$ cat src/include/pwm_params.svh
// constants for the duty compare and dead-time stage
`ifndef PWM_PARAMS_SVH
`define PWM_PARAMS_SVH

// widths
`define PWM_DUTY_W 16
`define PWM_CNT_W 15
`define PWM_DT_W 6
`define PWM_PRE_W 3
`define PWM_PAIRS 3

// reset values
`define PWM_DUTY_RST 16'h0000
`define PWM_DT_CNT_RST 6'h00
`define PWM_PRE_RST 3'h0

// time base mode codes
`define PWM_MODE_FREE 2'h0
`define PWM_MODE_SINGLE 2'h1
`define PWM_MODE_UPDOWN 2'h2
`define PWM_MODE_UPDOWN_DBL 2'h3

// dead-time prescale codes and the matching tick masks (1, 2, 4, 8 cycles)
`define PWM_DTPS_1 2'h0
`define PWM_DTPS_2 2'h1
`define PWM_DTPS_4 2'h2
`define PWM_DTPS_8 2'h3
`define PWM_DTMASK_1 3'h0
`define PWM_DTMASK_2 3'h1
`define PWM_DTMASK_4 3'h3
`define PWM_DTMASK_8 3'h7

`endif

$ cat src/include/pwm_pkg.sv
// types shared by the duty compare and dead-time stage
package pwm_pkg;

  typedef enum logic [1:0] {
    TB_FREE = 2'h0,
    TB_SINGLE = 2'h1,
    TB_UPDOWN = 2'h2,
    TB_UPDOWN_DBL = 2'h3
  } tb_mode_e;

  typedef enum logic [1:0] {
    DT_IDLE = 2'h0,
    DT_WAIT_HIGH = 2'h1,
    DT_WAIT_LOW = 2'h2
  } dt_state_e;

  typedef struct packed {
    logic comp;
  } compare_s;

  typedef struct packed {
    dt_state_e state;
    logic [5:0] count;
    logic [2:0] pre;
    logic [2:0] pre_mask;
    logic comp_q;
    logic high;
    logic low;
    logic busy;
  } deadtime_s;

  typedef struct packed {
    logic [2:0][15:0] buffer;
    logic [2:0][15:0] active;
    logic [2:0] imm_eval;
    logic reload_pulse;
  } duty_top_s;

endpackage

$ cat src/core/duty_compare_unit.sv
// one duty comparison unit: edge- or center-aligned compare output
`timescale 1ns/1ps
`include "pwm_params.svh"

module duty_compare_unit #(
  parameter int DUTY_W = `PWM_DUTY_W,
  parameter int CNT_W = `PWM_CNT_W
) (
  input wire logic clk_sys, // system clock
  input wire logic rst, // async reset, active high
  input wire logic center, // up/down time base selected
  input wire logic [DUTY_W-1:0] fine_count, // count with half-count phase as lsb
  input wire logic count_down, // time base counting down
  input wire logic [CNT_W-1:0] period_value, // active period
  input wire logic [DUTY_W-1:0] duty_active, // active compare value
  input wire logic imm_eval, // re-evaluate after an immediate update
  output logic comp_out // compare output, active high
);

  pwm_pkg::compare_s s_r;
  pwm_pkg::compare_s s_nxt;
  logic [DUTY_W-1:0] period_fine;

  assign period_fine = {period_value, 1'b0};
  assign comp_out = s_r.comp;

  // ----------------------------------------------------------------
  // compare
  // ----------------------------------------------------------------
  always_comb begin
    s_nxt = s_r;
    if (!center) begin
      // active from zero up to the match, lsb gives the half-count edge
      s_nxt.comp = (fine_count < duty_active);
    end else if (duty_active == `PWM_DUTY_RST) begin
      s_nxt.comp = 1'b0;
    end else if (duty_active >= period_fine) begin
      s_nxt.comp = 1'b1;
    end else if (imm_eval) begin
      s_nxt.comp = (fine_count < duty_active);
    end else if (fine_count == duty_active) begin
      // direction flag high means down-counting
      s_nxt.comp = count_down;
    end
  end

  always_ff @(posedge clk_sys or posedge rst) begin
    if (rst) begin
      s_r <= '0;
    end else begin
      s_r <= s_nxt;
    end
  end

endmodule

$ cat src/core/deadtime_unit.sv
// dead-time insertion for one output pair
`timescale 1ns/1ps
`include "pwm_params.svh"

module deadtime_unit #(
  parameter int DT_W = `PWM_DT_W
) (
  input wire logic clk_sys, // system clock
  input wire logic rst, // async reset, active high
  input wire logic comp, // duty compare output
  input wire logic independent, // pair runs independently
  input wire logic cfg_wr, // dead-time configuration written
  input wire logic [DT_W-1:0] dt_a_count, // dead time a count
  input wire logic [DT_W-1:0] dt_b_count, // dead time b count
  input wire logic [1:0] dt_a_prescale, // dead time a unit
  input wire logic [1:0] dt_b_prescale, // dead time b unit
  input wire logic active_sel, // dead time at active edge: 0 a, 1 b
  input wire logic inactive_sel, // dead time at inactive edge: 0 a, 1 b
  output logic high_out, // high-side drive
  output logic low_out, // low-side drive
  output logic busy // dead time in progress
);

  pwm_pkg::deadtime_s s_r;
  pwm_pkg::deadtime_s s_nxt;

  assign high_out = s_r.high;
  assign low_out = s_r.low;
  assign busy = s_r.busy;

  function automatic logic [2:0] mask_of(input logic [1:0] ps);
    case (ps)
      `PWM_DTPS_1: mask_of = `PWM_DTMASK_1;
      `PWM_DTPS_2: mask_of = `PWM_DTMASK_2;
      `PWM_DTPS_4: mask_of = `PWM_DTMASK_4;
      default: mask_of = `PWM_DTMASK_8;
    endcase
  endfunction

  // ----------------------------------------------------------------
  // edge detect, prescaler and down counter
  // ----------------------------------------------------------------
  always_comb begin
    logic rise;
    logic fall;
    logic tick;
    logic [DT_W-1:0] load;
    rise = 1'b0;
    fall = 1'b0;
    tick = 1'b0;
    load = '0;
    s_nxt = s_r;
    s_nxt.comp_q = comp;
    rise = comp & ~s_r.comp_q;
    fall = ~comp & s_r.comp_q;
    tick = ((s_r.pre & s_r.pre_mask) == s_r.pre_mask);
    s_nxt.pre = s_r.pre + 3'h1;
    if (cfg_wr) begin
      s_nxt.pre = `PWM_PRE_RST;
    end
    if (independent) begin
      // no dead time, both sides follow the one compare output
      s_nxt.state = pwm_pkg::DT_IDLE;
      s_nxt.count = `PWM_DT_CNT_RST;
      s_nxt.high = comp;
      s_nxt.low = comp;
    end else if (rise || fall) begin
      load = (rise ? active_sel : inactive_sel) ? dt_b_count : dt_a_count;
      s_nxt.pre_mask = mask_of((rise ? active_sel : inactive_sel) ?
                               dt_b_prescale : dt_a_prescale);
      s_nxt.pre = `PWM_PRE_RST;
      s_nxt.count = load;
      s_nxt.high = 1'b0;
      s_nxt.low = 1'b0;
      if (load == `PWM_DT_CNT_RST) begin
        s_nxt.state = pwm_pkg::DT_IDLE;
        s_nxt.high = comp;
        s_nxt.low = ~comp;
      end else begin
        s_nxt.state = rise ? pwm_pkg::DT_WAIT_HIGH : pwm_pkg::DT_WAIT_LOW;
      end
    end else begin
      case (s_r.state)
        pwm_pkg::DT_IDLE: begin
          s_nxt.high = comp;
          s_nxt.low = ~comp;
        end
        pwm_pkg::DT_WAIT_HIGH, pwm_pkg::DT_WAIT_LOW: begin
          if (tick) begin
            s_nxt.count = s_r.count - 6'h01;
            if (s_r.count == 6'h01) begin
              s_nxt.state = pwm_pkg::DT_IDLE;
              s_nxt.high = (s_r.state == pwm_pkg::DT_WAIT_HIGH);
              s_nxt.low = (s_r.state == pwm_pkg::DT_WAIT_LOW);
            end
          end
        end
        default: begin
          s_nxt.state = pwm_pkg::DT_IDLE;
        end
      endcase
    end
    s_nxt.busy = (s_nxt.state != pwm_pkg::DT_IDLE);
  end

  always_ff @(posedge clk_sys or posedge rst) begin
    if (rst) begin
      s_r <= '0;
    end else begin
      s_r <= s_nxt;
    end
  end

endmodule

$ cat src/core/pwm_duty_compare_deadtime.sv
// duty compare and dead-time output stage for three pwm output pairs
// ------------------------------------------------------------------
// Summary of operation
// - up/down time base gives center-aligned output, other modes edge-aligned.
// - up/down: count equals duty while counting down sets output active.
// - up/down: count equals duty while counting up sets output inactive.
// - center-aligned: duty of zero keeps output inactive all period.
// - center-aligned: duty equal to period keeps output active all period.
// - three software-written 16-bit duty registers, one per unit.
// - duty lsb moves the edge by half a count, doubling resolution.
// - each duty has a visible buffer and a separate active compare value.
// - edge-aligned: active value reloads on period match and counter reset.
// - edge-aligned: continuous reload while time base stopped and hold clear.
// - single-update up/down: reload at zero turning upward, or when stopped.
// - double-update up/down: reload at zero and period match, or when stopped.
// - immediate update set: a duty write reaches the active value at once.
// - immediate update shortens, lengthens, or starts the pulse by new value.
// - units one, two, three drive pairs one, two, three as high/low.
// - pair is complementary with mode bit clear; reset defaults complementary.
// - two programmable dead times, per edge direction or per pair.
// - each pair has a 6-bit down counter fed by compare edge detectors.
// - per pair, one bit picks active-edge dead time, one inactive-edge.
// - each dead time has a 2-bit prescaler of 1, 2, 4, 8 cycles.
// - prescalers clear on counter load, configuration write and reset.
// - mode bit set: independent pair, no dead time, one unit drives both.
// - direction flag is set while counting down, clear while counting up.
// - update hold set blocks buffer to active duty transfers.
// ------------------------------------------------------------------
`timescale 1ns/1ps
`include "pwm_params.svh"

module pwm_duty_compare_deadtime #(
  parameter int DUTY_W = `PWM_DUTY_W,
  parameter int CNT_W = `PWM_CNT_W,
  parameter int DT_W = `PWM_DT_W,
  parameter int PAIRS = `PWM_PAIRS
) (
  input wire logic clk_sys, // system clock, 100 mhz
  input wire logic rst, // async reset, active high
  // time base
  input wire logic [CNT_W-1:0] timebase_count, // time base count
  input wire logic count_down_flag, // 1 while counting down
  input wire logic half_count_phase, // 1 in second half of a count
  input wire logic [CNT_W-1:0] period_value, // active period
  input wire logic timebase_run, // time base enabled
  input wire logic [1:0] timebase_mode, // time base mode code
  // update control
  input wire logic update_hold, // block buffer transfers
  input wire logic immediate_update_en, // duty writes act at once
  input wire logic [PAIRS-1:0] pair_independent_sel, // 1: pair independent
  // duty writes
  input wire logic [PAIRS-1:0] duty_wr_en, // one-cycle write strobe per unit
  input wire logic [DUTY_W-1:0] duty_wr_data, // duty write data
  // dead-time configuration
  input wire logic deadtime_config_one_wr, // strobe: values or prescales written
  input wire logic deadtime_config_two_wr, // strobe: selection bits written
  input wire logic [1:0] deadtime_a_prescale, // dead time a unit
  input wire logic [1:0] deadtime_b_prescale, // dead time b unit
  input wire logic [DT_W-1:0] deadtime_a_count, // dead time a count
  input wire logic [DT_W-1:0] deadtime_b_count, // dead time b count
  input wire logic pair1_active_edge_sel, // pair 1 active edge: 0 a, 1 b
  input wire logic pair1_inactive_edge_sel, // pair 1 inactive edge: 0 a, 1 b
  input wire logic pair2_active_edge_sel, // pair 2 active edge: 0 a, 1 b
  input wire logic pair2_inactive_edge_sel, // pair 2 inactive edge: 0 a, 1 b
  input wire logic pair3_active_edge_sel, // pair 3 active edge: 0 a, 1 b
  input wire logic pair3_inactive_edge_sel, // pair 3 inactive edge: 0 a, 1 b
  // outputs
  output logic [PAIRS-1:0] high_output, // high-side drives, active high
  output logic [PAIRS-1:0] low_output, // low-side drives, active high
  output logic [PAIRS-1:0] compare_state, // raw compare outputs
  output logic [PAIRS-1:0] deadtime_busy, // dead time running per pair
  output logic [DUTY_W-1:0] duty_value_one, // duty buffer one readback
  output logic [DUTY_W-1:0] duty_value_two, // duty buffer two readback
  output logic [DUTY_W-1:0] duty_value_three, // duty buffer three readback
  output logic [DUTY_W-1:0] active_duty_one, // active compare one
  output logic [DUTY_W-1:0] active_duty_two, // active compare two
  output logic [DUTY_W-1:0] active_duty_three, // active compare three
  output logic duty_reload_pulse // one cycle after a buffered reload
);

  // ----------------------------------------------------------------
  // state and decoded controls
  // ----------------------------------------------------------------
  pwm_pkg::duty_top_s s_r;
  pwm_pkg::duty_top_s s_nxt;
  pwm_pkg::tb_mode_e mode;
  logic center;
  logic at_zero;
  logic at_period;
  logic boundary;
  logic reload;
  logic dt_cfg_wr;
  logic [DUTY_W-1:0] fine_count;
  logic [PAIRS-1:0] comp;
  logic [PAIRS-1:0] act_sel;
  logic [PAIRS-1:0] inact_sel;

  assign mode = pwm_pkg::tb_mode_e'(timebase_mode);
  assign center = (mode == pwm_pkg::TB_UPDOWN) || (mode == pwm_pkg::TB_UPDOWN_DBL);
  assign fine_count = {timebase_count, half_count_phase};
  assign at_zero = (timebase_count == '0);
  assign at_period = (timebase_count == period_value);
  assign dt_cfg_wr = deadtime_config_one_wr | deadtime_config_two_wr;
  assign act_sel = {pair3_active_edge_sel, pair2_active_edge_sel, pair1_active_edge_sel};
  assign inact_sel = {pair3_inactive_edge_sel, pair2_inactive_edge_sel,
                      pair1_inactive_edge_sel};

  // ----------------------------------------------------------------
  // reload moments per time base mode
  // ----------------------------------------------------------------
  always_comb begin
    boundary = 1'b0;
    case (mode)
      pwm_pkg::TB_FREE, pwm_pkg::TB_SINGLE: begin
        boundary = at_period;
      end
      pwm_pkg::TB_UPDOWN: begin
        boundary = at_zero && !count_down_flag;
      end
      pwm_pkg::TB_UPDOWN_DBL: begin
        boundary = at_zero || at_period;
      end
      default: begin
        boundary = 1'b0;
      end
    endcase
  end

  // stopped time base reloads continuously in every mode; hold blocks all
  assign reload = (timebase_run ? boundary : 1'b1) &&
                  !update_hold;

  // ----------------------------------------------------------------
  // duty buffers and active compare values
  // ----------------------------------------------------------------
  always_comb begin
    s_nxt = s_r;
    s_nxt.reload_pulse = reload;
    for (int i = 0; i < PAIRS; i++) begin
      s_nxt.imm_eval[i] = 1'b0;
      if (duty_wr_en[i]) begin
        s_nxt.buffer[i] = duty_wr_data;
      end
      if (duty_wr_en[i] && immediate_update_en) begin
        // immediate writes bypass the hold and the period boundary
        s_nxt.active[i] = duty_wr_data;
        s_nxt.imm_eval[i] = 1'b1;
      end else if (reload) begin
        // a write in the reload cycle is taken along
        s_nxt.active[i] = duty_wr_en[i] ? duty_wr_data : s_r.buffer[i];
      end
    end
  end

  always_ff @(posedge clk_sys or posedge rst) begin
    if (rst) begin
      s_r <= '0;
    end else begin
      s_r <= s_nxt;
    end
  end

  // ----------------------------------------------------------------
  // compare units and dead-time pairs
  // ----------------------------------------------------------------
  generate
    for (genvar g = 0; g < PAIRS; g++) begin : g_pair
      duty_compare_unit #(
        .DUTY_W(DUTY_W),
        .CNT_W(CNT_W)
      ) u_cmp (
        .clk_sys(clk_sys),
        .rst(rst),
        .center(center),
        .fine_count(fine_count),
        .count_down(count_down_flag),
        .period_value(period_value),
        .duty_active(s_r.active[g]),
        .imm_eval(s_r.imm_eval[g]),
        .comp_out(comp[g])
      );

      // unit g drives pair g
      deadtime_unit #(
        .DT_W(DT_W)
      ) u_dt (
        .clk_sys(clk_sys),
        .rst(rst),
        .comp(comp[g]),
        .independent(pair_independent_sel[g]),
        .cfg_wr(dt_cfg_wr),
        .dt_a_count(deadtime_a_count),
        .dt_b_count(deadtime_b_count),
        .dt_a_prescale(deadtime_a_prescale),
        .dt_b_prescale(deadtime_b_prescale),
        .active_sel(act_sel[g]),
        .inactive_sel(inact_sel[g]),
        .high_out(high_output[g]),
        .low_out(low_output[g]),
        .busy(deadtime_busy[g])
      );
    end
  endgenerate

  // ----------------------------------------------------------------
  // readback
  // ----------------------------------------------------------------
  assign compare_state = comp;
  assign duty_value_one = s_r.buffer[0];
  assign duty_value_two = s_r.buffer[1];
  assign duty_value_three = s_r.buffer[2];
  assign active_duty_one = s_r.active[0];
  assign active_duty_two = s_r.active[1];
  assign active_duty_three = s_r.active[2];
  assign duty_reload_pulse = s_r.reload_pulse;

endmodule

$ cat config.mk
export PLATFORM = sky130hd
export DESIGN_NAME = pwm_duty_compare_deadtime
export DESIGN_NICKNAME = d
export VERILOG_FILES = /design/src/include/pwm_pkg.sv /design/src/core/duty_compare_unit.sv /design/src/core/deadtime_unit.sv /design/src/core/pwm_duty_compare_deadtime.sv
export VERILOG_INCLUDE_DIRS = /design/src /design/src/include
export SDC_FILE = /design/constraint.sdc
export NUM_CORES = 1
export LEC_CHECK = 0
export BUFFER_PORTS_ARGS = -buffer_cell sky130_fd_sc_hd__buf_2
export CAP_MARGIN = 20
export CORE_AREA = 10 10 130 179
export CTS_CLUSTER_DIAMETER = 100
export CTS_CLUSTER_SIZE = 8
export DETAILED_ROUTE_END_ITERATION = 8
export DIE_AREA = 0 0 140 189
export HOLD_SLACK_MARGIN = 0.12
export PLACE_DENSITY = 0.82
export SLEW_MARGIN = 20
export SYNTH_ARGS = -nofsm -noshare
export SYNTH_HDL_FRONTEND = slang
export SYNTH_SLANG_ARGS = --single-unit
$ cat constraint.sdc
create_clock -name clk_sys -period 9.2 [get_ports clk_sys]
set_clock_uncertainty 0.15 [all_clocks]
set_input_delay 0.46 -clock clk_sys [delete_from_list [all_inputs] [get_ports clk_sys]]
set_output_delay 0.46 -clock clk_sys [all_outputs]
set_load 0.02 [all_outputs]
# Word-level counts from Yosys, hierarchy flattened
# Index checks and enable logic that the tools add are counted.
# word_totals
ff_bits	157
latch_bits	0
mem_bits_rw	0
rom_bits	0
output_inout_bits	109
word_cells	246
memories	0
# op_classes
add_sub_neg	6
multipliers	0
div_mod_pow	0
order_cmp	6
eq_ne	34
shifts	0
mux	92
bitwise_logic	19
reduce_logical	54
# op_table
operator	count
two-way mux 16 bit	9
two-way mux 6 bit	12
two-way mux 8 bit	9
two-way mux 2 bit	27
equality test 16 bit	3
greater-or-equal comparator 16 bit	3
logical NOT 16 bit	3
< comparator 16 bit	3
case mux 3 bit (3 select lines)	3
!= test 4 x 2 -> 1 bit, second input constant	6
case mux 2 bit (2 select lines)	6
two-way mux 1 bit	22
equality test 6 x 1 -> 1 bit, second input constant	3
logical NOT 6 bit	3
nonzero test 3 bit	6
subtractor 6 x 1 -> 6 bit, second input constant	3
equality test 2 bit, second input constant	8
equality test 15 bit	1
logical NOT 15 bit	1
equality test 2 x 1 -> 1 bit, second input constant	7
logical NOT 2 bit	7
AND reduction 2 bit	6
nonzero test 2 bit	6
nonzero test 4 bit	3
other kinds (15)	51

# Longest topological paths before layout
# Gate-level depths: netlist (run 1).
# depth
ltp_word	9
mapped_depth	9
mapped_depth_nobuf	8

# By module
# A second synthesis (run 1) with hierarchy kept.
# hier_totals
hier_cells	1067
hier_area_um2	11208.2
# modules_own_cells
mod	instances	cells_each	area_each_um2	seq_area_each_um2
pwm_duty_compare_deadtime	1	347	4973.5	2502.4
deadtime_unit	3	122	1232.4	450.4
duty_compare_unit	3	118	845.8	25.0

# Worst setup path before layout (run 1)
# No wires, ideal clock.
# synth_path
path_kind	input -> register
start	in timebase_count[0]
end	reg s_r (netlist bit active_duty_three[0])
setup_ns	0.125
t_arrival_ns	2.034
required_ns	8.925
setup_slack_ns	6.891
stages	8
path_cell_list	nor4_1 and4_1 nand2_1 a311o_4 nand2b_4 buf_8 buf_12 mux2_4
# synth_via
elab_chain_cells	6
word_cells_on_any_way	8
cone_classes	1 x eq/ne; 2 x mux; 5 x reduce/logical
# synth_rtl
item	line	text
start: declaration	pwm_duty_compare_deadtime.sv:41	input wire logic [CNT_W-1:0] timebase_count,
equality test 15 bit or logical NOT 15 bit (tied branches)	pwm_duty_compare_deadtime.sv:102, pwm_duty_compare_deadtime.sv:101	
logical OR 1 bit or logical AND 1 bit (tied branches)	pwm_duty_compare_deadtime.sv:121, pwm_duty_compare_deadtime.sv:118	
case mux 1 bit (3 select lines) *	pwm_duty_compare_deadtime.sv:113	case (mode)
two-way mux 1 bit *	pwm_duty_compare_deadtime.sv:130	assign reload = (timebase_run ? boundary : 1'b1) &&
logical AND 1 bit *	pwm_duty_compare_deadtime.sv:130	
nonzero test 2 bit (no line) *	-	
end signal: assignment	pwm_duty_compare_deadtime.sv:159	s_r <= s_nxt;
end: declaration	pwm_duty_compare_deadtime.sv:84	pwm_pkg::duty_top_s s_r;
# Every way passes the cells marked *; elsewhere a longest branch is shown, timed or not.
# A chain may end at the register's enable or synchronous reset.

# Worst setup path in the final report (run 1)
# layout_path
start	reg s_r (netlist bit active_duty_two[15])
end	reg g_pair[1].u_cmp.s_r
# layout_via
elab_chain_cells	5
word_cells_on_any_way	9
cone_classes	2 x order compare; 2 x eq/ne; 4 x mux; 1 x reduce/logical
# layout_rtl
item	line	text
< comparator 16 bit	duty_compare_unit.sv:34, duty_compare_unit.sv:40	
two-way mux 1 bit	duty_compare_unit.sv:39	end else if (imm_eval) begin
two-way mux 1 bit	duty_compare_unit.sv:37	end else if (duty_active >= period_fine) begin
two-way mux 1 bit	duty_compare_unit.sv:35	end else if (duty_active == `PWM_DUTY_RST) begin
two-way mux 1 bit	duty_compare_unit.sv:32	if (!center) begin
end signal: assignment	duty_compare_unit.sv:51	s_r <= s_nxt;
end: declaration	duty_compare_unit.sv:20	pwm_pkg::compare_s s_r;
# Parallel ways exist; a longest one is shown, timed or not.

==> summary.log, run 1 <==
[critical_path] longest individual stage delay on the worst path 0.61 ns
[critical_path] highest fanout seen on the critical path 5
[clock_tree] TritonCTS clock tree built
[routing] mean routed wirelength per cell 21.16 microns
[sta] portion of the clock cycle consumed by the worst path in the final layout 0.3092
[critical_path] number of buffer and inverter instances along the worst setup path 1
[finish] leading cell type in the layout, fill and taps excluded sky130_fd_sc_hd__buf_2
[floorplan] I/O pins 194
[critical_path] kind of start point of the critical path register
[routing] Final Routed Wirelength 29.84 mm
[finish] number of nets at the end of the flow 1,344
[floorplan] die area 26,460 sq um
[synth] nets in the synthesized netlist 1,160
[floorplan] Die H 189 microns
[sta] worst relative slew slack 0.4252
[sta] number of slew-limit violations in the final report 0
[sta] unrepaired setup endpoints after global routing false
[sta] time the worst path needs with I/O delays and setup 2.845 ns
[clock_tree] clock insertion delay at the later pin of the skew report 0.43 ns
[synth] number of different library cells in the post-synthesis netlist 64
[clock_tree] clock root cell sky130_fd_sc_hd__clkbuf_16
[finish] area overhead of the layout relative to synthesis 17.01%
[critical_path] cell with the biggest individual delay on the critical path sky130_fd_sc_hd__nor4_1
[grt] first-pass GRT wire length 46.63 mm
[finish] utilization of the core after routing 0.5864
[grt] number of global-route vias before repair 8,756
[finish] filler cell count 1,659
[floorplan] die extent in x 140 microns
[grt] global routing usage on met1 0.2214
[sta] final worst setup slack 6.355 ns
[placed_design] final estimated routing congestion in global placement 0.9578
[finish] share of post-route cells with drive strength above 1 0.2952
[critical_path] series of cell instances along the critical path inv_1 > ha_1 > nand4_1 > nor4_1 > mux2i_1 > o21ai_0 > a31oi_1 > o22ai_1
[floorplan] CORE AREA 19,840 sq um
[sta] transition time at the pin with the least slew margin 0.8621 ns
[routing] antenna viol nets, final 0
[synth] post-synthesis instance total 958
[clock_tree] number of H-tree levels 4
[routing] first-pass iteration count of the detailed router 7
[grt] busiest layer in global routing met2
[synth] share of Yosys cell area claimed by the top area cell type 0.3950
[sta] achievable frequency 351.5 MHz
[synth] synthesized flop and latch total 157
[critical_path] arrival time reported for the critical path endpoint 2.97 ns
[power_and_ir_drop] switching part of the total 0.4074
[sta] Final Setup Violations 0
[sta] total negative slack 0 ns
[power_and_ir_drop] NetSw 1.130 mW
[power_and_ir_drop] proportion of power drawn by the clock network 0.250
[floorplan] initial core utilization 0.5012
[placed_design] Post-Place Worst Slack 6.146 ns
[critical_path] Critical Path End Type register
[power_and_ir_drop] Gate power share 0.388
[finish] highest-count cells in the layout ignoring fill and taps sky130_fd_sc_hd__buf_2 (193), sky130_fd_sc_hd__dfrtp_1 (157), sky130_fd_sc_hd__ha_1 (117)
[clock_tree] post-CTS clock slew at the launch and capture registers of the worst setup and hold paths 0.08 ns
[hold_path] worst min-delay path class primary input to register
[power_and_ir_drop] Internal Power 1.643 mW
[synth] Synth warnings 0
[critical_path] kind of critical path register to register
[floorplan] number of rows in the core area 61
[power_and_ir_drop] leakage power of the design 5.715 nW
[grt] grt total ovfl 0
[clock_tree] Max Buffers Root-to-Sink 2
[flow_run] reported max-cap violation count 0
[synth] synth top area cells sky130_fd_sc_hd__dfrtp_1 (40%), sky130_fd_sc_hd__ha_1 (15%), sky130_fd_sc_hd__mux2_2 (11%)
[power_and_ir_drop] worst vdd rail ir drop 0.0001250 V
[routing] via/cell ratio 5.838
[routing] DRC viols 0
[synth] cell taking the most area after synthesis sky130_fd_sc_hd__dfrtp_1
[grt] largest net degree at the start of global routing 90
[routing] via count of the routed design 8,232
[grt] met3 Track Usage GR 0.05309
[synth] Most used DFF post-synth sky130_fd_sc_hd__dfrtp_1
[clock_tree] number of clock sinks seen by CTS 157
[critical_path] family of cells with the greatest summed delay on the critical path simple AND/OR/NAND/NOR gates
[synth] average cell area after synthesis 10.38 sq um
[power_and_ir_drop] proportion of power drawn by flip-flops and latches 0.362
[synth] Post-synth ARST share 1.000
[clock_tree] post-cts repair resize count 0
[synth] share of the yosys chip area belonging to registers 0.3950
[grt] antenna violations before repair 3
[synth] number of enable-type register cells in the synthesized netlist 0
[grt] met2 capacity usage during global routing 0.4025
[routing] Iteration-0 DRC Markers 575
[critical_path] worst path required time 9.32 ns
[sta] Final Hold Vio Count 0
[clock_tree] number of buffers inserted during clock tree synthesis 17
[power_and_ir_drop] PwrDens 238.3 nW/um^2
[grt] All-Layer GR Usage 0.2204
[placed_design] Port-buffer cells 193
[placed_design] hpwl dp 23.62 mm
[run_status] status finished clean
[synth] area of the mapped netlist 9946 sq um
final cells by class:
type / instances / area, sq um / area share
Timing Repair Buffer: 196 / 993.5 / 0.08537
Antenna cell: 3 / 7.507 / 0.0006451
Multi-Input combinational cell: 669 / 5433 / 0.4668
Clock buffer: 18 / 429.2 / 0.03688
Sequential cell: 157 / 3929 / 0.3376
Inverter: 101 / 384.1 / 0.03301
Tap cell: 252 / 315.3 / 0.02709
Clock inverter: 14 / 146.4 / 0.01258
Yosys cell counts, drive strengths merged (11+ instances only):
master / count
a21o: 11
nor3: 12
clkbuf: 13
ha: 117
nand2: 58
nand2b: 12
xor2: 15
nor2: 55
a21oi: 61
nor4: 24
mux2i: 29
o21ai: 31
nand3: 14
mux2: 103
inv: 100
nand4: 29
buf: 18
dfrtp: 157
worst reg2reg max path, stage by stage (launching register included):
cell and delay [ns]:
sky130_fd_sc_hd__dfrtp_1 0.47, sky130_fd_sc_hd__inv_1 0.07, sky130_fd_sc_hd__ha_1 0.29, sky130_fd_sc_hd__nand4_1 0.24
sky130_fd_sc_hd__nor4_1 0.61, sky130_fd_sc_hd__mux2i_1 0.39, sky130_fd_sc_hd__o21ai_0 0.12, sky130_fd_sc_hd__a31oi_1 0.17
sky130_fd_sc_hd__o22ai_1 0.17
metal layers:
metal | vias up | part of all wire
li1 | 3813 | -
met1 | 3969 | 0.36
met2 | 339 | 0.52
met3 | 111 | 0.056
met4 | 0 | 0.058
met5 | - | 0
cells by family after synthesis:
logic type / share of synthesized area
muxes: 0.1521
and+or+nand+nor: 0.1183
AOI/OAI and AO/OA: 0.1063
buffers and inverters: 0.05912
xor gates and xnor gates: 0.02202
DFF: 0.3950
adders and majority gates: 0.1472
per-stage QoR:
step	hold slack [ns]	total power, mW	instances	cell area (sq um)
CTS	0.1340	2.785	1407	11630
global placement	0.3056	2.047	1373	11030
global route	0.1343	2.945	1410	11640
finish	0.1490	2.773	1410	11640
floorplan	0.2788	1.761	958	9946
detailed placement	0.3130	2.083	1373	11030
registers in the layout, indices dropped and copies added (netlist names):
register               flops
g_pair.u_dt.busy           3
g_pair.u_dt.s_r           45
duty_value_two            16
s_r                        3
active_duty_three         16
g_pair.u_dt.high_out       3
g_pair.u_cmp.comp_out      3
g_pair.u_dt.low_out        3
duty_value_one            16
duty_value_three          16
duty_reload_pulse          1
active_duty_two           16
active_duty_one           16
power groups by stage:
stage	sequential, mW	combinational, mW	clock, mW
after global routing	1.02	1.19	0.733
after detailed placement	1.01	1.07	0
final	1.00	1.08	0.694
after CTS	1.00	1.08	0.702
after floorplan	1.04	0.723	0
after global placement	1.01	1.04	0
worst paths after layout:
path | end | slack, ns | startpoint | cells after the start
max | g_pair[1].u_cmp.comp_out$_DFFE_PP0P_ | 6.36 | active_duty_two[15]$_DFFE_PP0P_ | 8
min | duty_value_two[5]$_DFF_PP0_ | 0.15 | duty_wr_data[5] | 2
max reg2reg | g_pair[1].u_cmp.comp_out$_DFFE_PP0P_ | 6.36 | active_duty_two[15]$_DFFE_PP0P_ | 8
min reg2reg | g_pair[1].u_dt.s_r[7]$_DFF_PP0_ | 0.32 | g_pair[1].u_dt.s_r[7]$_DFF_PP0_ | 1
max in group asynchronous | active_duty_one[14]$_DFFE_PP0P_ | 6.95 | rst | 4
min in group asynchronous | active_duty_two[4]$_DFFE_PP0P_ | 0.57 | rst | 3
what timing repair did:
action                                 CTS  global route
hold buffers                             2             0
endpoints found under the hold margin   90             0
setup buffers                            0             0
Power figures use the tool's default switching activity.
==> run 2, diff against run 1 <==
==> constraint.sdc (replaced) <==
create_clock -name clk_sys -period 2.9 [get_ports clk_sys]
set_clock_uncertainty 0.15 [all_clocks]
set_input_delay 0.145 -clock clk_sys [delete_from_list [all_inputs] [get_ports clk_sys]]
set_output_delay 0.145 -clock clk_sys [all_outputs]
set_load 0.02 [all_outputs]
==> summary.log, run 2 (synthesized netlist as in run 1, its figures left out) <==
[finish] leading cell type in the layout, fill and taps excluded sky130_fd_sc_hd__buf_2
[sta] time the worst path needs with I/O delays and setup 2.756 ns [-0.08922 ns]
[routing] first-pass iteration count of the detailed router 5 [-2]
[grt] grt total ovfl 0 [unchanged]
[finish] area overhead of the layout relative to synthesis 23.46%
[clock_tree] number of H-tree levels 4 [unchanged]
[finish] final non-filler cell area 12,280 sq um [+5.5%]
[hold_path] worst min-delay path class primary input to register
[sta] unrepaired setup endpoints after global routing false
[grt] busiest layer in global routing met2
[finish] Multi-input gate area 5429 sq um [about the same]
[clock_tree] Max Buffers Root-to-Sink 2 [unchanged]
[grt] number of global-route vias before repair 9,106 [+4.0%]
[finish] Reg area 3929 sq um [unchanged]
[run_status] status finished clean
[sta] number of slew-limit violations in the final report 0 [unchanged]
[finish] register containing the most flip-flops in the final layout g_pair.u_dt.s_r
[grt] met3 Track Usage GR 0.05510 [+0.002004]
[floorplan] die area 26,460 sq um [unchanged]
[critical_path] series of cell instances along the critical path inv_1 > ha_1 > mux2i_4 > mux2i_1 > nand4_1 > o41a_1 > o21ai_0 > mux2_2
[grt] antenna violations before repair 0 [-3]
[routing] mean routed wirelength per cell 20.82 microns [-1.6%]
[sta] portion of the clock cycle consumed by the worst path in the final layout 0.9502 [+0.6410]
[critical_path] cell with the biggest individual delay on the critical path sky130_fd_sc_hd__mux2i_1
[finish] number of nets at the end of the flow 1,410 [+4.9%]
[finish] share of post-route cells with drive strength above 1 0.2907 [-0.004493]
[power_and_ir_drop] PwrDens 734.5 nW/um^2 [+210%]
[sta] achievable frequency 362.9 MHz [+3.2%]
[placed_design] instance area after placement 11,120 sq um [+0.78%]
[routing] via/cell ratio 5.812 [-0.45%]
[floorplan] number of rows in the core area 61 [unchanged]
[finish] flip-flop count of the largest register, all copies and words added 45 [unchanged]
[sta] Final Setup Violations 0 [unchanged]
[routing] via count of the routed design 8,561 [+4.0%]
[critical_path] kind of start point of the critical path register
[floorplan] I/O pins 194 [unchanged]
[critical_path] highest fanout seen on the critical path 6 [+1]
[power_and_ir_drop] leakage power of the design 6.008 nW [+5.1%]
[critical_path] number of buffer and inverter instances along the worst setup path 1 [unchanged]
[critical_path] family of cells with the greatest summed delay on the critical path multiplexers
[sta] worst relative slew slack 0.3846 [-0.04060]
[routing] antenna viol nets, final 0 [unchanged]
[grt] largest net degree at the start of global routing 158 [+76%]
[floorplan] initial core utilization 0.5012 [unchanged]
[clock_tree] number of clock sinks seen by CTS 157 [unchanged]
[critical_path] arrival time reported for the critical path endpoint 2.97 ns [about the same]
[routing] Final Routed Wirelength 30.67 mm [+2.8%]
[floorplan] die extent in x 140 microns [unchanged]
[floorplan] CORE AREA 19,840 sq um [unchanged]
[finish] highest-count cells in the layout ignoring fill and taps sky130_fd_sc_hd__buf_2 (193), sky130_fd_sc_hd__dfrtp_1 (157), sky130_fd_sc_hd__ha_1 (117)
[sta] Final Hold Vio Count 0 [unchanged]
[placed_design] Port-buffer cells 193 [unchanged]
[flow_run] reported max-cap violation count 0 [unchanged]
[critical_path] worst path required time 3.11 ns [-6.21 ns]
[clock_tree] post-CTS clock slew at the launch and capture registers of the worst setup and hold paths 0.07 ns [about the same]
[routing] Iteration-0 DRC Markers 435 [-24%]
[critical_path] Critical Path End Type register
[grt] All-Layer GR Usage 0.2285 [+0.008106]
[clock_tree] clock root cell sky130_fd_sc_hd__clkbuf_16
[grt] global routing usage on met1 0.2297 [+0.008203]
[floorplan] Die H 189 microns [unchanged]
[routing] DRC viols 0 [unchanged]
[critical_path] longest individual stage delay on the worst path 0.45 ns [-0.16 ns]
[grt] first-pass GRT wire length 48.48 mm [+4.0%]
[sta] total negative slack 0 ns [unchanged]
[finish] filler cell count 1,595 [-3.9%]
[clock_tree] clock insertion delay at the later pin of the skew report 0.43 ns [about the same]
[grt] met2 capacity usage during global routing 0.4152 [+0.01269]
[critical_path] kind of critical path register to register
[finish] number of antenna repair diodes 0 [-3]
[placed_design] final estimated routing congestion in global placement 0.9964 [+4.0%]
[power_and_ir_drop] worst vdd rail ir drop 0.0004405 V [+250%]
[clock_tree] TritonCTS clock tree built
[sta] transition time at the pin with the least slew margin 0.9230 ns [+0.06090 ns]
[clock_tree] number of buffers inserted during clock tree synthesis 17 [unchanged]
[placed_design] hpwl dp 23.63 mm [about the same]
-- run 2: cell count changes in the layout (fill, tap and decap cells not counted), sizes merged --
cell	previous run	this run
bufinv	0	1
clkinvlp	1	2
clkbuf	18	17
buf	194	208
dlygate4sd3	2	54
clkinv	5	4
diode	3	0
-- run 2: where the power goes --
part	switching [mW]	internal, mW
Clock	1.03	1.23
Combinational	2.12	1.51
Sequential	0.465	2.67
Total	3.61	5.41
-- run 2: routing by layer --
metal  wire, microns  vias up  share of wire
met5               0        -              0
met4            1784        0          0.058
met3            1750      117          0.057
met2           16110      353           0.53
met1           11030     4157           0.36
li1                -     3934              -
-- run 2: worst min-delay path: stages --
cell                      delay [ns]
sky130_fd_sc_hd__buf_2          0.27
sky130_fd_sc_hd__nand2_1        0.23
sky130_fd_sc_hd__inv_1          0.06
-- run 2: final timing paths --
path | start | endpoint | slack [ns] | cells after the start
hold reg to reg | g_pair[1].u_dt.s_r[7]$_DFF_PP0_ | g_pair[1].u_dt.s_r[7]$_DFF_PP0_ | 0.32 | 1
min in group asynchronous | rst | duty_value_two[1]$_DFF_PP0_ | 0.29 | 4
max in group asynchronous | rst | g_pair[1].u_dt.s_r[8]$_DFF_PP0_ | 1.55 | 4
setup / recovery | g_pair[1].u_dt.s_r[3]$_DFF_PP0_ | g_pair[1].u_dt.low_out$_DFFE_PP0P_ | 0.14 | 8
hold / removal | duty_wr_en[1] | s_r[2]$_DFF_PP0_ | 0.18 | 3
setup reg to reg | g_pair[1].u_dt.s_r[3]$_DFF_PP0_ | g_pair[1].u_dt.low_out$_DFFE_PP0P_ | 0.14 | 8
-- run 2: area by class of cell --
cell class,count,area share
clock buffer,17,0.03464
clock inverter,15,0.01355
inverter,101,0.03118
multi-input combinational,669,0.4421
sequential,157,0.3200
tap,252,0.02568
timing repair buffer,262,0.1329
-- run 2: timing repair --
item,in CTS,in global routing
gates resized for setup,0,0
hold endpoints to repair,302,0
buffers inserted,0,4
endpoints found under the setup margin,0,2
hold buffers,54,0
-- run 2: per-stage QoR --
stage / setup slack [ns] / hold WS, ns / power [mW] / util / std cells
final: 0.1444 / 0.1839 / 9.019 / 0.6188 / 1473
after global routing: 0.08208 / 0.1781 / 9.600 / 0.6188 / 1473
after CTS: 0.1356 / 0.1289 / 9.031 / 0.6173 / 1469
after detailed placement: 0.1679 / 0.2511 / 6.669 / 0.5602 / 1383
after global placement: 0.1843 / 0.2511 / 6.558 / 0.5602 / 1383
after floorplan: 0.5964 / 0.06141 / 5.586 / - / 958
==> run 3, diff against run 2 <==
--- a/config.mk
+++ b/config.mk
@@ -6,15 +6,17 @@
 export SDC_FILE = /design/constraint.sdc
 export NUM_CORES = 1
 export LEC_CHECK = 0
+export ABC_AREA = 1
 export BUFFER_PORTS_ARGS = -buffer_cell sky130_fd_sc_hd__buf_2
 export CAP_MARGIN = 20
-export CORE_AREA = 10 10 130 179
+export CORE_AREA = 10 10 131 180
 export CTS_CLUSTER_DIAMETER = 100
 export CTS_CLUSTER_SIZE = 8
 export DETAILED_ROUTE_END_ITERATION = 8
-export DIE_AREA = 0 0 140 189
+export DIE_AREA = 0 0 141 190
 export HOLD_SLACK_MARGIN = 0.12
 export PLACE_DENSITY = 0.82
+export REMOVE_ABC_BUFFERS = 1
 export SLEW_MARGIN = 20
 export SYNTH_ARGS = -nofsm -noshare
 export SYNTH_HDL_FRONTEND = slang
==> summary.log, run 3 <==
[synth] area of the mapped netlist 10,120 sq um [+1.8%]
[floorplan] CORE AREA 20,320 sq um [+2.4%]
[floorplan] number of rows in the core area 62 [+1.6%]
[sta] Final Hold Vio Count 0 [unchanged]
[synth] Synth warnings 0 [unchanged]
[routing] via/cell ratio 5.571 [-4.1%]
[power_and_ir_drop] PwrDens 707.6 nW/um^2 [-3.7%]
[routing] Final Routed Wirelength 31.69 mm [+3.3%]
[synth] number of enable-type register cells in the synthesized netlist 0 [unchanged]
[finish] register containing the most flip-flops in the final layout g_pair.u_dt.s_r
[power_and_ir_drop] worst vdd rail ir drop 0.0006570 V [+49%]
[hold_path] hold path depth 2 [-1]
[synth] leading cell types by count after synthesis sky130_fd_sc_hd__nand2_1 (307), sky130_fd_sc_hd__inv_1 (171), sky130_fd_sc_hd__dfrtp_1 (157)
[synth] average cell area after synthesis 8.048 sq um [-22%]
[flow_run] reported max-cap violation count 0 [unchanged]
[placed_design] hpwl dp 23.89 mm [+1.1%]
[clock_tree] Max Buffers Root-to-Sink 2 [unchanged]
[critical_path] longest individual stage delay on the worst path 0.58 ns [+0.13 ns]
[hold_path] launch point of the worst hold path duty_wr_en[2]
[critical_path] kind of critical path register to register
[critical_path] cell with the most instances on the worst path sky130_fd_sc_hd__dlygate4sd3_1
[sta] time the worst path needs with I/O delays and setup 2.713 ns [-0.04247 ns]
[finish] number of nets at the end of the flow 1,697 [+20%]
[power_and_ir_drop] leakage power of the design 6.614 nW [+10%]
[floorplan] I/O pins 194 [unchanged]
[grt] antenna violations before repair 0 [unchanged]
[finish] flip-flop count of the largest register, all copies and words added 45 [unchanged]
[hold_path] capture endpoint of the worst hold path duty_value_three[10]$_DFF_PP0_
[critical_path] cell with the biggest individual delay on the critical path sky130_fd_sc_hd__dlygate4sd3_1
[clock_tree] number of buffers inserted during clock tree synthesis 17 [unchanged]
[clock_tree] number of clock sinks seen by CTS 157 [unchanged]
[synth] Most used DFF post-synth sky130_fd_sc_hd__dfrtp_1
[clock_tree] clock insertion delay at the later pin of the skew report 0.44 ns [about the same]
[synth] share of the yosys chip area belonging to registers 0.3880 [-0.006981]
[clock_tree] clock root cell sky130_fd_sc_hd__clkbuf_16
[critical_path] launch point of the worst reg-to-reg path g_pair[1].u_cmp.comp_out$_DFFE_PP0P_
[floorplan] die extent in x 141 microns [+0.71%]
[routing] Iteration-0 DRC Markers 640 [+47%]
[critical_path] series of cell instances along the critical path ha_1 > nor2_2 > o211ai_1 > dlygate4sd3_1 > nand3_1 > dlygate4sd3_1
[grt] largest net degree at the start of global routing 60 [-62%]
[placed_design] Port-buffer cells 193 [unchanged]
[routing] antenna viol nets, final 0 [unchanged]
[finish] leading cell type in the layout, fill and taps excluded sky130_fd_sc_hd__nand2_1
[critical_path] register-to-register setup slack 0.19 ns [+0.04 ns]
[sta] achievable frequency 368.6 MHz [+1.6%]
[critical_path] arrival time reported for the critical path endpoint 2.94 ns [-0.03 ns]
[sta] number of slew-limit violations in the final report 0 [unchanged]
[grt] first-pass GRT wire length 50.32 mm [+3.8%]
[synth] post-synthesis instance total 1,258 [+31%]
[critical_path] number of cells traversed by the worst register-to-register path 6 [-2]
[placed_design] Post-Place Worst Slack 0.4921 ns [+0.3242 ns]
[critical_path] kind of start point of the critical path register
[grt] All-Layer GR Usage 0.2326 [+0.004089]
[sta] worst relative slew slack 0.5955 [+0.2108]
[sta] unrepaired setup endpoints after global routing false
[hold_path] worst min-delay path class primary input to register
[clock_tree] TritonCTS clock tree built
[placed_design] final estimated routing congestion in global placement 0.9482 [-4.8%]
[synth] share of Yosys cell area claimed by the top area cell type 0.3880 [-0.006981]
[sta] transition time at the pin with the least slew margin 0.6013 ns [-0.3218 ns]
[synth] number of different library cells in the post-synthesis netlist 35 [-45%]
[finish] number of antenna repair diodes 0 [unchanged]
[routing] DRC viols 0 [unchanged]
[power_and_ir_drop] Overall Power 8.777 mW [-2.7%]
[critical_path] Critical R2R Capture g_pair[1].u_dt.s_r[4]$_DFFE_PP0P_
[synth] cell taking the most area after synthesis sky130_fd_sc_hd__dfrtp_1
[floorplan] die area 26,790 sq um [+1.2%]
[critical_path] Critical Path End Type register
[clock_tree] number of H-tree levels 4 [unchanged]
[grt] number of global-route vias before repair 10,027 [+10%]
[grt] grt total ovfl 0 [unchanged]
[floorplan] Die H 190 microns [+0.53%]
[sta] portion of the clock cycle consumed by the worst path in the final layout 0.9355 [-0.01465]
[sta] Final Setup Violations 0 [unchanged]
[finish] share of post-route cells with drive strength above 1 0.1996 [-0.09114]
[sta] final worst setup slack 0.1869 ns [+0.04247 ns]
[synth] synthesized flop and latch total 157 [unchanged]
[synth] most repeated cell in the gate-level netlist after synthesis sky130_fd_sc_hd__nand2_1
[routing] first-pass iteration count of the detailed router 6 [+1]
[critical_path] worst path required time 3.13 ns [+0.02 ns]
[run_status] status finished clean
[critical_path] highest fanout seen on the critical path 10 [+4]
[floorplan] initial core utilization 0.4982 [-0.003045]
[routing] mean routed wirelength per cell 17.97 microns [-14%]
[routing] via count of the routed design 9,828 [+15%]
[finish] area overhead of the layout relative to synthesis 22.52%
[synth] synth top area cells sky130_fd_sc_hd__dfrtp_1 (39%), sky130_fd_sc_hd__ha_1 (14%), sky130_fd_sc_hd__nand2_1 (11%)
[clock_tree] post-CTS clock slew at the launch and capture registers of the worst setup and hold paths 0.08 ns [about the same]
[synth] Post-synth ARST share 1.000 [unchanged]
[finish] highest-count cells in the layout ignoring fill and taps sky130_fd_sc_hd__nand2_1 (306), sky130_fd_sc_hd__buf_2 (193), sky130_fd_sc_hd__inv_1 (170)
## run 3: metrics by stage
stage	setup TNS [ns]	hold WS (ns)	area (sq um)	utilization	instances
floorplan	-255.89	0.1414	9907	-	1224
finish	0	0.1493	12400	0.6103	1764
global route	0	0.1448	12400	0.6103	1764
global placement	0	0.08612	11290	0.5557	1684
CTS	0	0.1262	12390	0.6098	1764
detailed placement	0	0.09411	11290	0.5557	1684
## run 3: metal layers
| metal | GRT usage | vias up | wire length, microns |
|---|---|---|---|
| met1 | 0.2421 | 4626 | 11390 |
| li1 | - | 4624 | - |
| met4 | 0.1250 | 0 | 1468 |
| met2 | 0.4127 | 478 | 16030 |
| met3 | 0.06662 | 100 | 2808 |
| met5 | 0 | - | 0 |
## run 3: power breakdown
group	switching, mW	internal [mW]	leakage, nW
Combinational	2.07	1.22	4.39
Clock	1.00	1.40	0.304
Sequential	0.438	2.65	1.92
## run 3: worst max path at each step
stage | start | endpoint | cells after the start
4_1_cts | g_pair[1].u_cmp.comp_out$_DFFE_PP0P_ | g_pair[1].u_dt.s_r[4]$_DFFE_PP0P_ | 9
3_5_place_dp | g_pair[0].u_cmp.comp_out$_DFFE_PP0P_ | g_pair[0].u_dt.busy$_DFF_PP0_ | 10
2_1_floorplan | rst | active_duty_one[0]$_DFFE_PP0P_ | 1
5_1_grt | g_pair[1].u_cmp.comp_out$_DFFE_PP0P_ | g_pair[1].u_dt.s_r[4]$_DFFE_PP0P_ | 9
6_report | g_pair[1].u_cmp.comp_out$_DFFE_PP0P_ | g_pair[1].u_dt.s_r[4]$_DFFE_PP0P_ | 6
3_3_place_gp | active_duty_three[15]$_DFFE_PP0P_ | g_pair[2].u_cmp.comp_out$_DFFE_PP0P_ | 13
## run 3: area by class of cell
cell class	count	area, sq um
inverters	177	669.4
repair buffers	252	1541
multi-input cells	890	5324
clock buffers	18	439.2
well taps	256	320.3
flip-flops and latches	157	3930
fillers	1755	7920
clock inverters	14	180.2
## run 3: repair_timing
action,in CTS,in global routing
hold buffers,48,0
setup endpoints to repair,0,3
buffers inserted,0,0
gates resized for setup,0,4
endpoints found under the hold margin,274,0
## run 3: kinds of logic (layout without fill, tap and decap cells)
family	Yosys count	count (layout)	share of synthesized area
buf+inv	211	461	0.08712
xor+xnor	12	12	0.01038
mux	48	48	0.05339
compound gates	168	168	0.09046
flops	157	157	0.3880
simple gates	545	545	0.2260
fa+ha+maj	117	117	0.1446
## run 3: worst max-delay path: cells and delay by family (launching register included)
kind                     cells  cell delay (ns)
flip-flops                   1             0.47
AO/OA/AOI/OAI                1             0.15
AND/OR/NAND/NOR              2             0.40
adder cells (fa/ha/maj)      1             0.36
buffers and inverters        2             1.13
